### src/design/rxid_pkg.sv
// Package: register map, field layout, reset codes and drive scaling for the
// receiver output control and identification page.
// Assumes an Avalon-MM slave with byte addresses on a 32-bit data bus.
package rxid_pkg;
  localparam int          RXID_LANES         = 12;
  localparam int          RXID_PAIRS         = 6;
  localparam int          RXID_AW            = 10;
  // Byte offsets of the page; each byte sits alone in one aligned word
  localparam logic [7:0]  RXID_IDX_TYPE      = 8'h80;
  localparam logic [7:0]  RXID_IDX_PWR       = 8'h81;
  localparam logic [7:0]  RXID_IDX_SUPPLY    = 8'h82;
  localparam logic [7:0]  RXID_IDX_TCASE     = 8'h83;
  localparam logic [7:0]  RXID_IDX_RATE_MIN  = 8'h84;
  localparam logic [7:0]  RXID_IDX_RATE_MAX  = 8'h85;
  localparam logic [7:0]  RXID_IDX_WL_HI     = 8'h86;
  localparam logic [7:0]  RXID_IDX_WL_LO     = 8'h87;
  localparam logic [7:0]  RXID_IDX_TOL_HI    = 8'h88;
  localparam logic [7:0]  RXID_IDX_TOL_LO    = 8'h89;
  localparam logic [7:0]  RXID_IDX_FLAGS     = 8'h8A;
  localparam logic [7:0]  RXID_IDX_SWING0    = 8'hE4;
  localparam logic [7:0]  RXID_IDX_SWING5    = 8'hE9;
  localparam logic [7:0]  RXID_IDX_DEEMPH0   = 8'hEA;
  localparam logic [7:0]  RXID_IDX_DEEMPH5   = 8'hEF;
  // Reset codes of the lane controls
  localparam logic [3:0]  RXID_SWING_RST     = 4'h5;
  localparam logic [3:0]  RXID_DEEMPH_RST    = 4'h4;
  localparam logic [3:0]  RXID_CODE_MAX      = 4'h7;
  // Swing in mVpp: base plus step times code
  localparam int          RXID_SWING_MIN_MV  = 220;
  localparam int          RXID_SWING_STEP_MV = 90;
  // De-emphasis full scale in tenths of dB, spread over seven steps
  localparam int          RXID_DEEMPH_FS_CDB = 60;
  // Reserved-bit masks of the ID bytes
  localparam logic [7:0]  RXID_PWR_MASK      = 8'hFE;
  localparam logic [7:0]  RXID_SUPPLY_MASK   = 8'hF8;
  localparam logic [7:0]  RXID_FLAGS_MASK    = 8'hFC;
  localparam logic [31:0] RXID_RDATA_NONE    = 32'h0000_0000;
  localparam logic [1:0]  RXID_RESP_OK       = 2'h0;
  localparam logic [1:0]  RXID_RESP_DECERR   = 2'h3;
  typedef enum logic [1:0] {RXID_IDLE, RXID_ACK} rxid_bus_t;
endpackage

### src/design/rxid_lane_drive.sv
// Lane drive decoder: turns one lane's swing and de-emphasis codes into
// analog trim levels. Assumes codes come from the register bank flops.
`timescale 1ns/1ns
module rxid_lane_drive
  import rxid_pkg::*;
(
  input  wire logic        mclk,
  input  wire logic        rst_n,
  input  wire logic [3:0]  swing_code,
  input  wire logic [3:0]  deemph_code,
  output logic      [9:0]  swing_mv,
  output logic      [5:0]  deemph_cdb
);
  logic [9:0] nxt_swing_mv;
  logic [5:0] nxt_deemph_cdb;
  logic [3:0] sw_eff;
  logic [3:0] de_eff;

  // Reserved codes clamp to full scale instead of an undefined level
  assign sw_eff = swing_code[3] ? RXID_CODE_MAX : swing_code;
  assign de_eff = deemph_code[3] ? RXID_CODE_MAX : deemph_code;
  assign nxt_swing_mv = 10'(RXID_SWING_MIN_MV + RXID_SWING_STEP_MV * int'(sw_eff));
  assign nxt_deemph_cdb = 6'((RXID_DEEMPH_FS_CDB * int'(de_eff)) / 7);

  always_ff @(posedge mclk or negedge rst_n) begin
    if (!rst_n) begin
      swing_mv   <= 10'h000;
      deemph_cdb <= 6'h00;
    end else begin
      swing_mv   <= nxt_swing_mv;
      deemph_cdb <= nxt_deemph_cdb;
    end
  end
endmodule

### src/design/rxid_regbank.sv
// Register bank: per-lane receiver swing/de-emphasis codes and the
// read-only identification bytes, as an Avalon-MM slave.
// Assumes a single mclk domain and a master that holds requests.
`timescale 1ns/1ns
// Functional notes
// - Each lane has a 4-bit swing nibble
// - Swing is 220 mVpp plus 90 per code
// - Each lane has a 4-bit de-emphasis nibble
// - De-emphasis 0 to 6 dB, codes 0-7
// - Byte 0x80 reports module type code
// - Byte 0x81 bits 7-6 give power class
// - Byte 0x81 bits 5-1 give capabilities
// - Byte 0x82 flags required supplies
// - Byte 0x83 holds max case temperature
// - Bytes 0x84/0x85 hold lane rate limits
// - Bytes 0x86-0x87 hold wavelength times 20
// - Bytes 0x88-0x89 hold tolerance times 200
// - Byte 0x8A flags supported lane events
// - Flags bit 2 says warnings also provided
// - Swing codes reset to 5
// - De-emphasis codes reset to 4
module rxid_regbank
  import rxid_pkg::*;
#(
  // Arbitrary neutral identification contents
  parameter logic [7:0]  TYPE_ID    = 8'h00,
  parameter logic [1:0]  PWR_CLASS  = 2'h0,
  parameter logic [4:0]  CAPS       = 5'h00,
  parameter logic [4:0]  SUPPLIES   = 5'h00,
  parameter logic [7:0]  TCASE_MAX  = 8'h00,
  parameter logic [7:0]  RATE_MIN   = 8'h00,
  parameter logic [7:0]  RATE_MAX   = 8'h00,
  parameter logic [15:0] WAVELENGTH = 16'h0000,
  parameter logic [15:0] WL_TOL     = 16'h0000,
  parameter logic [4:0]  FLAGS_SUP  = 5'h00,
  parameter logic        ALARM_WARN = 1'b0
)
(
  input  wire logic               mclk,
  input  wire logic               rst_n,
  input  wire logic [RXID_AW-1:0] avs_address,
  input  wire logic               avs_read,
  input  wire logic               avs_write,
  input  wire logic [31:0]        avs_writedata,
  input  wire logic [3:0]         avs_byteenable,
  output logic      [31:0]        avs_readdata,
  output logic                    avs_waitrequest,
  output logic      [1:0]         avs_response,
  output logic      [47:0]        rx_swing_code,
  output logic      [47:0]        rx_deemph_code,
  output logic      [119:0]       rx_swing_mv,
  output logic      [71:0]        rx_deemph_cdb
);
  rxid_bus_t   state_ff;
  logic [3:0]  swing_ff  [RXID_LANES];
  logic [3:0]  deemph_ff [RXID_LANES];
  logic [31:0] rdata_ff;
  logic [1:0]  resp_ff;
  logic [7:0]  byte_idx;
  logic        word_ok;
  logic        req;
  logic        wr_hit;
  logic [31:0] nxt_rdata;
  logic        nxt_mapped;

  // Lane served by the high nibble of a control byte; low nibble is lane-1
  function automatic int hi_lane(input logic [7:0] idx, input logic [7:0] base);
    hi_lane = RXID_LANES - 1 - 2 * int'(idx - base);
  endfunction

  function automatic logic in_range(input logic [7:0] idx, input logic [7:0] lo,
                                    input logic [7:0] hi);
    in_range = (idx >= lo) && (idx <= hi);
  endfunction

  assign byte_idx = avs_address[9:2];
  assign word_ok  = (avs_address[1:0] == 2'h0);
  assign req      = (avs_read || avs_write) && (state_ff == RXID_IDLE);
  // Write lands at the accepting edge, when waitrequest is sampled low
  assign wr_hit   = avs_write && (state_ff == RXID_ACK) && word_ok && avs_byteenable[0];

  // One wait cycle: answer on the edge after the request is seen
  assign avs_waitrequest = (avs_read || avs_write) && (state_ff != RXID_ACK);
  assign avs_readdata    = rdata_ff;
  assign avs_response    = resp_ff;

  always_ff @(posedge mclk or negedge rst_n) begin
    if (!rst_n) begin
      state_ff <= RXID_IDLE;
    end else begin
      case (state_ff)
        RXID_IDLE: state_ff <= req ? RXID_ACK : RXID_IDLE;
        RXID_ACK:  state_ff <= RXID_IDLE;
        default:   state_ff <= RXID_IDLE;
      endcase
    end
  end

  // Lane control nibbles; ID bytes have no storage so writes fall away
  genvar g;
  generate
    for (g = 0; g < RXID_PAIRS; g++) begin : g_pair
      localparam int HI = RXID_LANES - 1 - 2 * g;
      always_ff @(posedge mclk or negedge rst_n) begin
        if (!rst_n) begin
          swing_ff[HI]    <= RXID_SWING_RST;
          swing_ff[HI-1]  <= RXID_SWING_RST;
          deemph_ff[HI]   <= RXID_DEEMPH_RST;
          deemph_ff[HI-1] <= RXID_DEEMPH_RST;
        end else if (wr_hit) begin
          // Reserved codes are stored as written; host must not send them
          if (byte_idx == RXID_IDX_SWING0 + 8'(g)) begin
            swing_ff[HI]   <= avs_writedata[7:4];
            swing_ff[HI-1] <= avs_writedata[3:0];
          end
          if (byte_idx == RXID_IDX_DEEMPH0 + 8'(g)) begin
            deemph_ff[HI]   <= avs_writedata[7:4];
            deemph_ff[HI-1] <= avs_writedata[3:0];
          end
        end
      end
    end
    for (g = 0; g < RXID_LANES; g++) begin : g_lane
      assign rx_swing_code[4*g +: 4]  = swing_ff[g];
      assign rx_deemph_code[4*g +: 4] = deemph_ff[g];
      rxid_lane_drive u_drive (
        .mclk        (mclk),
        .rst_n       (rst_n),
        .swing_code  (swing_ff[g]),
        .deemph_code (deemph_ff[g]),
        .swing_mv    (rx_swing_mv[10*g +: 10]),
        .deemph_cdb  (rx_deemph_cdb[6*g +: 6])
      );
    end
  endgenerate

  // Read decode
  always_comb begin
    nxt_rdata  = RXID_RDATA_NONE;
    nxt_mapped = 1'b1;
    case (byte_idx)
      RXID_IDX_TYPE:     nxt_rdata[7:0] = TYPE_ID;
      RXID_IDX_PWR:      nxt_rdata[7:0] = {PWR_CLASS, CAPS, 1'b0} & RXID_PWR_MASK;
      RXID_IDX_SUPPLY:   nxt_rdata[7:0] = {SUPPLIES, 3'h0} & RXID_SUPPLY_MASK;
      RXID_IDX_TCASE:    nxt_rdata[7:0] = TCASE_MAX;
      RXID_IDX_RATE_MIN: nxt_rdata[7:0] = RATE_MIN;
      RXID_IDX_RATE_MAX: nxt_rdata[7:0] = RATE_MAX;
      RXID_IDX_WL_HI:    nxt_rdata[7:0] = WAVELENGTH[15:8];
      RXID_IDX_WL_LO:    nxt_rdata[7:0] = WAVELENGTH[7:0];
      RXID_IDX_TOL_HI:   nxt_rdata[7:0] = WL_TOL[15:8];
      RXID_IDX_TOL_LO:   nxt_rdata[7:0] = WL_TOL[7:0];
      RXID_IDX_FLAGS:    nxt_rdata[7:0] = {FLAGS_SUP, ALARM_WARN, 2'h0} & RXID_FLAGS_MASK;
      default: begin
        if (in_range(byte_idx, RXID_IDX_SWING0, RXID_IDX_SWING5)) begin
          nxt_rdata[7:4] = swing_ff[hi_lane(byte_idx, RXID_IDX_SWING0)];
          nxt_rdata[3:0] = swing_ff[hi_lane(byte_idx, RXID_IDX_SWING0) - 1];
        end else if (in_range(byte_idx, RXID_IDX_DEEMPH0, RXID_IDX_DEEMPH5)) begin
          nxt_rdata[7:4] = deemph_ff[hi_lane(byte_idx, RXID_IDX_DEEMPH0)];
          nxt_rdata[3:0] = deemph_ff[hi_lane(byte_idx, RXID_IDX_DEEMPH0) - 1];
        end else begin
          nxt_mapped = 1'b0;
        end
      end
    endcase
    if (!word_ok) begin
      nxt_mapped = 1'b0;
      nxt_rdata  = RXID_RDATA_NONE;
    end
  end

  // Registered answer; loaded on the request and held through ACK so it stands at the accepting edge
  always_ff @(posedge mclk or negedge rst_n) begin
    if (!rst_n) begin
      rdata_ff <= RXID_RDATA_NONE;
      resp_ff  <= RXID_RESP_OK;
    end else if (req) begin
      rdata_ff <= avs_read ? nxt_rdata : RXID_RDATA_NONE;
      resp_ff  <= nxt_mapped ? RXID_RESP_OK : RXID_RESP_DECERR;
    end
  end
endmodule

### config.mk
export PLATFORM = sky130hd
export DESIGN_NAME = rxid_regbank
export DESIGN_NICKNAME = d
export VERILOG_FILES = /design/src/design/rxid_pkg.sv /design/src/design/rxid_lane_drive.sv /design/src/design/rxid_regbank.sv
export SDC_FILE = /design/constraint.sdc
export NUM_CORES = 1
export LEC_CHECK = 0
export BUFFER_PORTS_ARGS = -buffer_cell sky130_fd_sc_hd__buf_2
export CAP_MARGIN = 20
export CORE_MARGIN = 2
export CORE_UTILIZATION = 44
export CTS_BUF_LIST = sky130_fd_sc_hd__clkbuf_4 sky130_fd_sc_hd__clkbuf_8 sky130_fd_sc_hd__clkbuf_16
export CTS_CLUSTER_DIAMETER = 30
export DETAILED_ROUTE_END_ITERATION = 10
export PLACE_DENSITY = 0.65
export SETUP_SLACK_MARGIN = 0.02
export SKIP_CTS_REPAIR_TIMING = 1
export SLEW_MARGIN = 20
export SYNTH_ARGS = -nofsm -noshare
export SYNTH_HDL_FRONTEND = slang
export SYNTH_HIERARCHICAL = 1
export SYNTH_SLANG_ARGS = --single-unit
### constraint.sdc
create_clock -name mclk -period 5 [get_ports mclk]
set_clock_uncertainty 0.15 [all_clocks]
set_input_delay 1 -clock mclk [delete_from_list [all_inputs] [get_ports mclk]]
set_output_delay 1 -clock mclk [all_outputs]
set_load 0.02 [all_outputs]
==> results of run 1 <==
-- where the power goes --
part | internal (uW) | leakage, uW | total [uW] | switching, uW
clock | 3410 | 0.00125 | 4870 | 1470
combinational | 156 | 0.00903 | 490 | 334
sequential | 2370 | 0.00354 | 2390 | 19.2
total | 5930 | 0.0138 | 7750 | 1820
-- cell type report --
cell class,count,area (sq um),share of cell area [%]
Sequential cell,286,7202,27.49
Inverter,208,780.7,2.980
Antenna cell,5,12.51,0.04776
Clock buffer,92,2051,7.828
Timing Repair Buffer,341,1809,6.906
Multi-Input combinational cell,1460,13060,49.86
Tap cell,615,769.5,2.937
Clock inverter,35,510.5,1.949
-- worst paths after layout --
kind / from / end / cells after the start
min in group mclk: avs_readdata[0] / avs_readdata[0] / 2
min reg2reg: avs_readdata[0] / avs_readdata[0] / 2
max: rx_deemph_code[39] / g_lane[9].u_drive/deemph_cdb[0] / 15
max in group asynchronous: rst_n / rx_deemph_code[7] / 2
min: rst_n / g_lane[5].u_drive/swing_mv[8] / 1
max reg2reg: rx_deemph_code[39] / g_lane[9].u_drive/deemph_cdb[0] / 15
-- synth_stat cells, drive strengths merged, types with 47 or more instances --
| cell type | instances |
|---|---|
| xor2 | 47 |
| xnor2 | 74 |
| o21ai | 50 |
| nor2 | 90 |
| fa | 60 |
| nand2 | 70 |
| mux2i | 61 |
| a21oi | 78 |
| inv | 208 |
| buf | 58 |
| dfrtp | 250 |
| or2 | 90 |
| ha | 220 |
| mux2 | 101 |
| o211ai | 59 |
| a21o | 47 |
-- through the flow --
step / setup slack [ps] / std cells / cell area, sq um
2_1_floorplan: 889.1 / 2046 / 21560
3_3_place_gp: 726.7 / 2910 / 23620
3_5_place_dp: 604.8 / 2910 / 23620
4_1_cts: 575.8 / 3037 / 26180
5_1_grt: 252.1 / 3042 / 26200
6_report: 575.4 / 3042 / 26200
-- routing by layer --
metal,vias up,part of all wire [%]
met5,-,0.17
met4,16,3.7
met3,136,6.3
met2,400,47
met1,8163,43
li1,7761,-
-- critical path: cells and delay by family (launching register included) --
kind,cells,cell delay [ps]
compound gates,4,680
flops,1,470
buf+inv,3,310
simple gates,2,690
fa+ha+maj,3,1040
mux,1,350
xor+xnor,2,620
-- registers in the layout (all words and copies together), names as in the netlist --
name                       flops
avs_readdata                   8
state_ff                       1
rx_swing_code                 48
avs_response                   1
g_lane.u_drive/swing_mv      108
g_lane.u_drive/deemph_cdb     72
rx_deemph_code                48
-- cell usage in the layout, fill, tap and decap left out, drive strengths merged, types with 61 or more instances in the layout --
master,count
clkbuf,92
nor2,90
inv,215
mux2,101
mux2i,61
ha,220
nand2,70
xnor2,74
dfrtp,250
a21oi,78
or2,90
buf,341
-- kinds of logic after synthesis --
kind of cell             count (synthesis)  synth area share, %
AO/OA/AOI/OAI                          407                14.86
XOR/XNOR                               121                4.969
adder cells (fa/ha/maj)                280                18.41
buffers and inverters                  300                6.058
flip-flops                             286                33.53
multiplexers                           162                8.295
other                                   13               0.2272
AND/OR/NAND/NOR                        454                13.65
==> results.md, run 1 <==
* Status: finished clean
* Global placer's final weighted congestion at 0.8905
* Critical path class: reg2reg
* Critical-path cell list: or2_2, inv_1, fa_1, inv_1, ha_1, inv_1, fa_1, xnor2_1, o211ai_1, or2_4, o311ai_2, o211ai_2, xnor2_2, mux2_4, o21ai_1
* Crit path max fanout at 7
* Post-layout minimum cycle time at 4425 ps
* PortBufs at 309
* NumNets Final at between 2000 and 3000
* Vias per inst at between 5 and 6
* Max-cap violations at 0
* First-pass GRT wire length at 90.18 mm
* Synthesis-to-finish area growth at 21.97%
* Leading area contributor after synthesis: dfrtp_1
* Worst hold path type: in2async
* Setup TNS at 0 ps
* #FFs+latches synth at 286
* Avg Inst Size Synth at 10.62 sq um
* GRT Max-Usage Layer: met2
* Least-Margin Pin Slew at 920.8 ps
* DIE HEIGHT at 224.9 um
* Die area at 50600 sq um
* Top Ports at 373
* CP most frequent cell: inv_1
* PD cells at 295.9 nW/um^2
* TritonCTS clock tree: built
* Grt total ovfl at 0
* Total number of vias at 16480
* Yosys top cell area share at between 20 and 30%
* Fin. max-slew vios at 0
* Peak VDD IR at 0.3500 mV
* Period utilization at 88.49%
* Post-route core utilization at about 55%
* GR Util met3 at 6.050%
* Netlist cell types at 78
* Clock buffer count from CTS at slightly above 70
* Clock root buffer: clkbuf_16
* CORE AREA at 47950 sq um
* Detailed router's first-iteration violation count at around 860
* CP max-delay cell: dfrtp_1
* Remaining DRCs at 0
* Hpwl dp at 43.66 mm
* TritonCTS Sinks at around 290
* CP Capture Type: flip-flop
* H-tree Lvls at 3
* Initial antenna violation count at 13
* Main synth FF type: dfrtp_1
* R2r setup slk at 580 ps
* Post-synthesis instance total at 2023
* Fin Hold WS at 253.0 ps
* Wirelength, routed at around 57 mm
* Max stage delay on crit path at 470 ps
* Top cells by area, synth: dfrtp_1 (29%), ha_1 (13%), fa_1 (5.6%), mux2_2 (4.8%), dfstp_2 (4.4%)
* # setup viols final at 0
* DR WL/cell at 18.68 um
* Worst-path clk slew at 50 ps
* Slew headroom at around 39%
* Synthesized area at 21480 sq um
* Post-route ant nets at 0
* Post-synth EDFFs at 0
* Grt met2 use at 36.09%
* Largest net degree at the start of global routing at 104
* Die W at around 220 um
* Clock Latency Late Sink at 590 ps
* Yosys warns at 6
* Sequential-to-total area share from yosys stat at 33.53%
* Data arrival, critical path at 4780 ps
* Pleak at 0.01383 uW
* Final hold vios at 0
* Row count at 80
* CTS Buffer Depth at 3
* Vias in the first global route at 16860
* Fmax achieved at 226.0 MHz
* Gr usage total at 22.44%
* Total power at 7752 uW
* Met1 Usage GRT at 28.13%
* WP data required at 5350 ps
* Share of cells above drive strength 1 at 32.91%
* Post-synthesis async set-or-reset flop share at 100.0%
* Initial Util at 44.80%
* Critical Path Source Type: flip-flop
* Layout fillers at 4147
* RSZ-0062 raised after global routing: false
* TritonRoute pass-1 iters at 6
No activity file was read; power rests on OpenSTA's default activity.
==> run 2: changes to the inputs <==
- ABC_AREA: not set -> 1
- PLACE_DENSITY: 0.65 -> not set
==> run 2 against run 1 <==
Via count rose by 18%. Non-clock buffer count fell by 14. First-iteration DRC count rose by 16%. Combinational power rose by 21%. Maximum frequency fell by 1.7%. Cell count rose by 31%. Critical path type unchanged. Critical endpoint unchanged.
==> results.md, run 2 <==
* Status: finished clean
* Fin cells at 3984
* Die area at 54000 sq um
* Leading area contributor after synthesis: dfrtp_1
* RSZ-0062 raised after global routing: false
* Post-synth EDFFs at 0
* Gr usage total at approximately 23%
* Yosys warns at 6
* Clock root buffer: clkbuf_16
* Row count at 83
* Top cells by count, synth: nand2_1 (712), inv_1 (413), dfrtp_1 (250), ha_1 (220), nor2_1 (208)
* DIE HEIGHT at 232.4 um
* Worst hold path type: in2async
* TritonCTS Sinks at ~290
* # setup viols final at 0
* Avg Inst Size Synth at approximately 8.0 sq um
* Sequential-to-total area share from yosys stat at 31.38%
* DR WL/cell at 15.02 um
* Post-route ant nets at 0
* Fmax achieved at 222.3 MHz
* Top Ports at 373
* R2R cell count at 28
* Initial antenna violation count at 7
* Least-Margin Pin Slew at 1114 ps
* First-pass GRT wire length at a little under 100 mm
* #FFs+latches synth at 286
* H-tree Lvls at 3
* Yosys top cell area share at 27.26%
* PortBufs at between 300 and 400
* TritonCTS clock tree: built
* Grt total ovfl at 0
* Detailed router's first-iteration violation count at 997
* Remaining DRCs at 0
* Pleak at 0.01641 uW
* Vias in the first global route at between 15000 and 20000
* Worst slack, placed at 552.8 ps
* Placed cells at 3832
* Total power at 8124 uW
* Reg with most FFs: g_lane.u_drive/swing_mv
* Max-cap violations at 0
* Synthesis-to-finish area growth at 21.45%
* Initial Util at 44.64%
* CP Capture Type: flip-flop
* PD cells at 291.5 nW/um^2
* WP data required at 5310 ps
* Wirelength, routed at ~60 mm
* Synthesized area at 22950 sq um
* Largest net degree at the start of global routing at 108
* Top cells by area, synth: dfrtp_1 (27%), ha_1 (12%), nand2_1 (12%), inv_1 (6.8%), fa_1 (5.2%)
* R2r startpoint: rx_deemph_code[39]
* CORE AREA at 51410 sq um
* Post-synthesis instance total at 2874
* Fin. max-slew vios at 0
* Share of cells above drive strength 1 at 26.24%
* Slew headroom at between 20% and 30%
* Post-layout minimum cycle time at 4499 ps
* Global placer's final weighted congestion at a little under 0.9
* Worst Setup Slack, final at 501.1 ps
* NumNets Final at 3563
* Clock buffer count from CTS at 79
* Largest regs: g_lane.u_drive/swing_mv x108, g_lane.u_drive/deemph_cdb x72
* CP max-delay cell: fa_1
* Clock Latency Late Sink at 620 ps
* Max stage delay on crit path at 540 ps
* Data arrival, critical path at 4810 ps
* Critical Path Source Type: flip-flop
* CP most frequent cell: nand2_1
* Die W at 232.4 um
* Setup TNS at 0 ps
* Vias per inst at 4.869
* Main synth FF type: dfrtp_1
* CTS Buffer Depth at 3
* Crit path max fanout at 11
* TritonRoute pass-1 iters at 5
* Hpwl dp at 46.34 mm
* Period utilization at 89.98%
* Post-synthesis async set-or-reset flop share at 100.0%
* Peak VDD IR at 0.2174 mV
* Worst-path clk slew at approximately 50 ps
* Netlist cell types at 44
* Max reg flops at 108
* Commonest non-fill, non-tap cell in the layout: nand2_1
* Worst R2R End: g_lane[9].u_drive/deemph_cdb[0]
* R2r setup slk at 500 ps
* Most frequent cell after synthesis: nand2_1
* Most frequent cells in the layout: nand2_1 (712), inv_1 (413), buf_2 (308), dfrtp_1 (250), ha_1 (220)
* Crit path from: rx_deemph_code[39]
* Total number of vias at 19400
* Critical path class: reg2reg
* Final hold vios at 0
run 2: area by class of cell:
type                       instances  area [sq um]
timing repair buffer             327          1717
clock buffer                     109          2326
sequential                       286          7202
tap                              680         850.8
antenna                            4         10.01
clock inverter                    39         469.2
inverter                         455          1708
multi-input combinational       2084         13590
fill                            4813         23530
run 2: where the power goes:
group	leakage [uW]	internal (uW)	switching, uW
sequential	0.00354	2380	20.1
clock	0.00136	3530	1600
combinational	0.0115	167	425
total	0.0164	6070	2050
run 2: worst max-delay path by stage:
stage | end | slack [ps] | cells after the start
final | g_lane[9].u_drive/deemph_cdb[0] | 500 | 28
after global routing | g_lane[3].u_drive/deemph_cdb[0] | 70 | 26
after CTS | g_lane[11].u_drive/deemph_cdb[0] | 500 | 23
after detailed placement | g_lane[11].u_drive/deemph_cdb[0] | 550 | 23
after global placement | g_lane[11].u_drive/deemph_cdb[0] | 670 | 24
after floorplan | g_lane[10].u_drive/deemph_cdb[0] | 960 | 24
run 2: layer usage:
| layer | vias to the layer above | wire length [um] | GRT usage (%) |
|---|---|---|---|
| li1 | 9672 | - | - |
| met1 | 9133 | 25350 | 27.83 |
| met2 | 474 | 28530 | 38.00 |
| met3 | 117 | 4157 | 5.404 |
| met4 | 2 | 1781 | 8.994 |
| met5 | - | 7 | 0 |
run 2: cell families after synthesis:
group | after synthesis | share of synthesized area (%)
AND/OR/NAND/NOR | 1481 | 33.31
buffers and inverters | 527 | 9.781
flip-flops | 286 | 31.38
adder cells (fa/ha/maj) | 280 | 17.23
AO/OA/AOI/OAI | 200 | 4.771
XOR/XNOR | 87 | 3.320
other | 13 | 0.2126
run 2: worst max-delay path: cells and delay by family, from the launching register on:
kind                       cells  cell delay (ps)
DFF                            1              480
xor gates and xnor gates       1              270
adders and majority gates      3             1130
buffers and inverters          8              910
and+or+nand+nor               16             1380
run 2: metrics by stage:
stage                     area (sq um)  utilization (%)  hold WS (ps)
final                            27870            54.22         289.2
after global routing             27870            54.21         356.0
after CTS                        27860            54.20         309.9
after detailed placement         25070            48.76         316.6
after global placement           25070            48.76         314.3
after floorplan                  23040                -         378.2
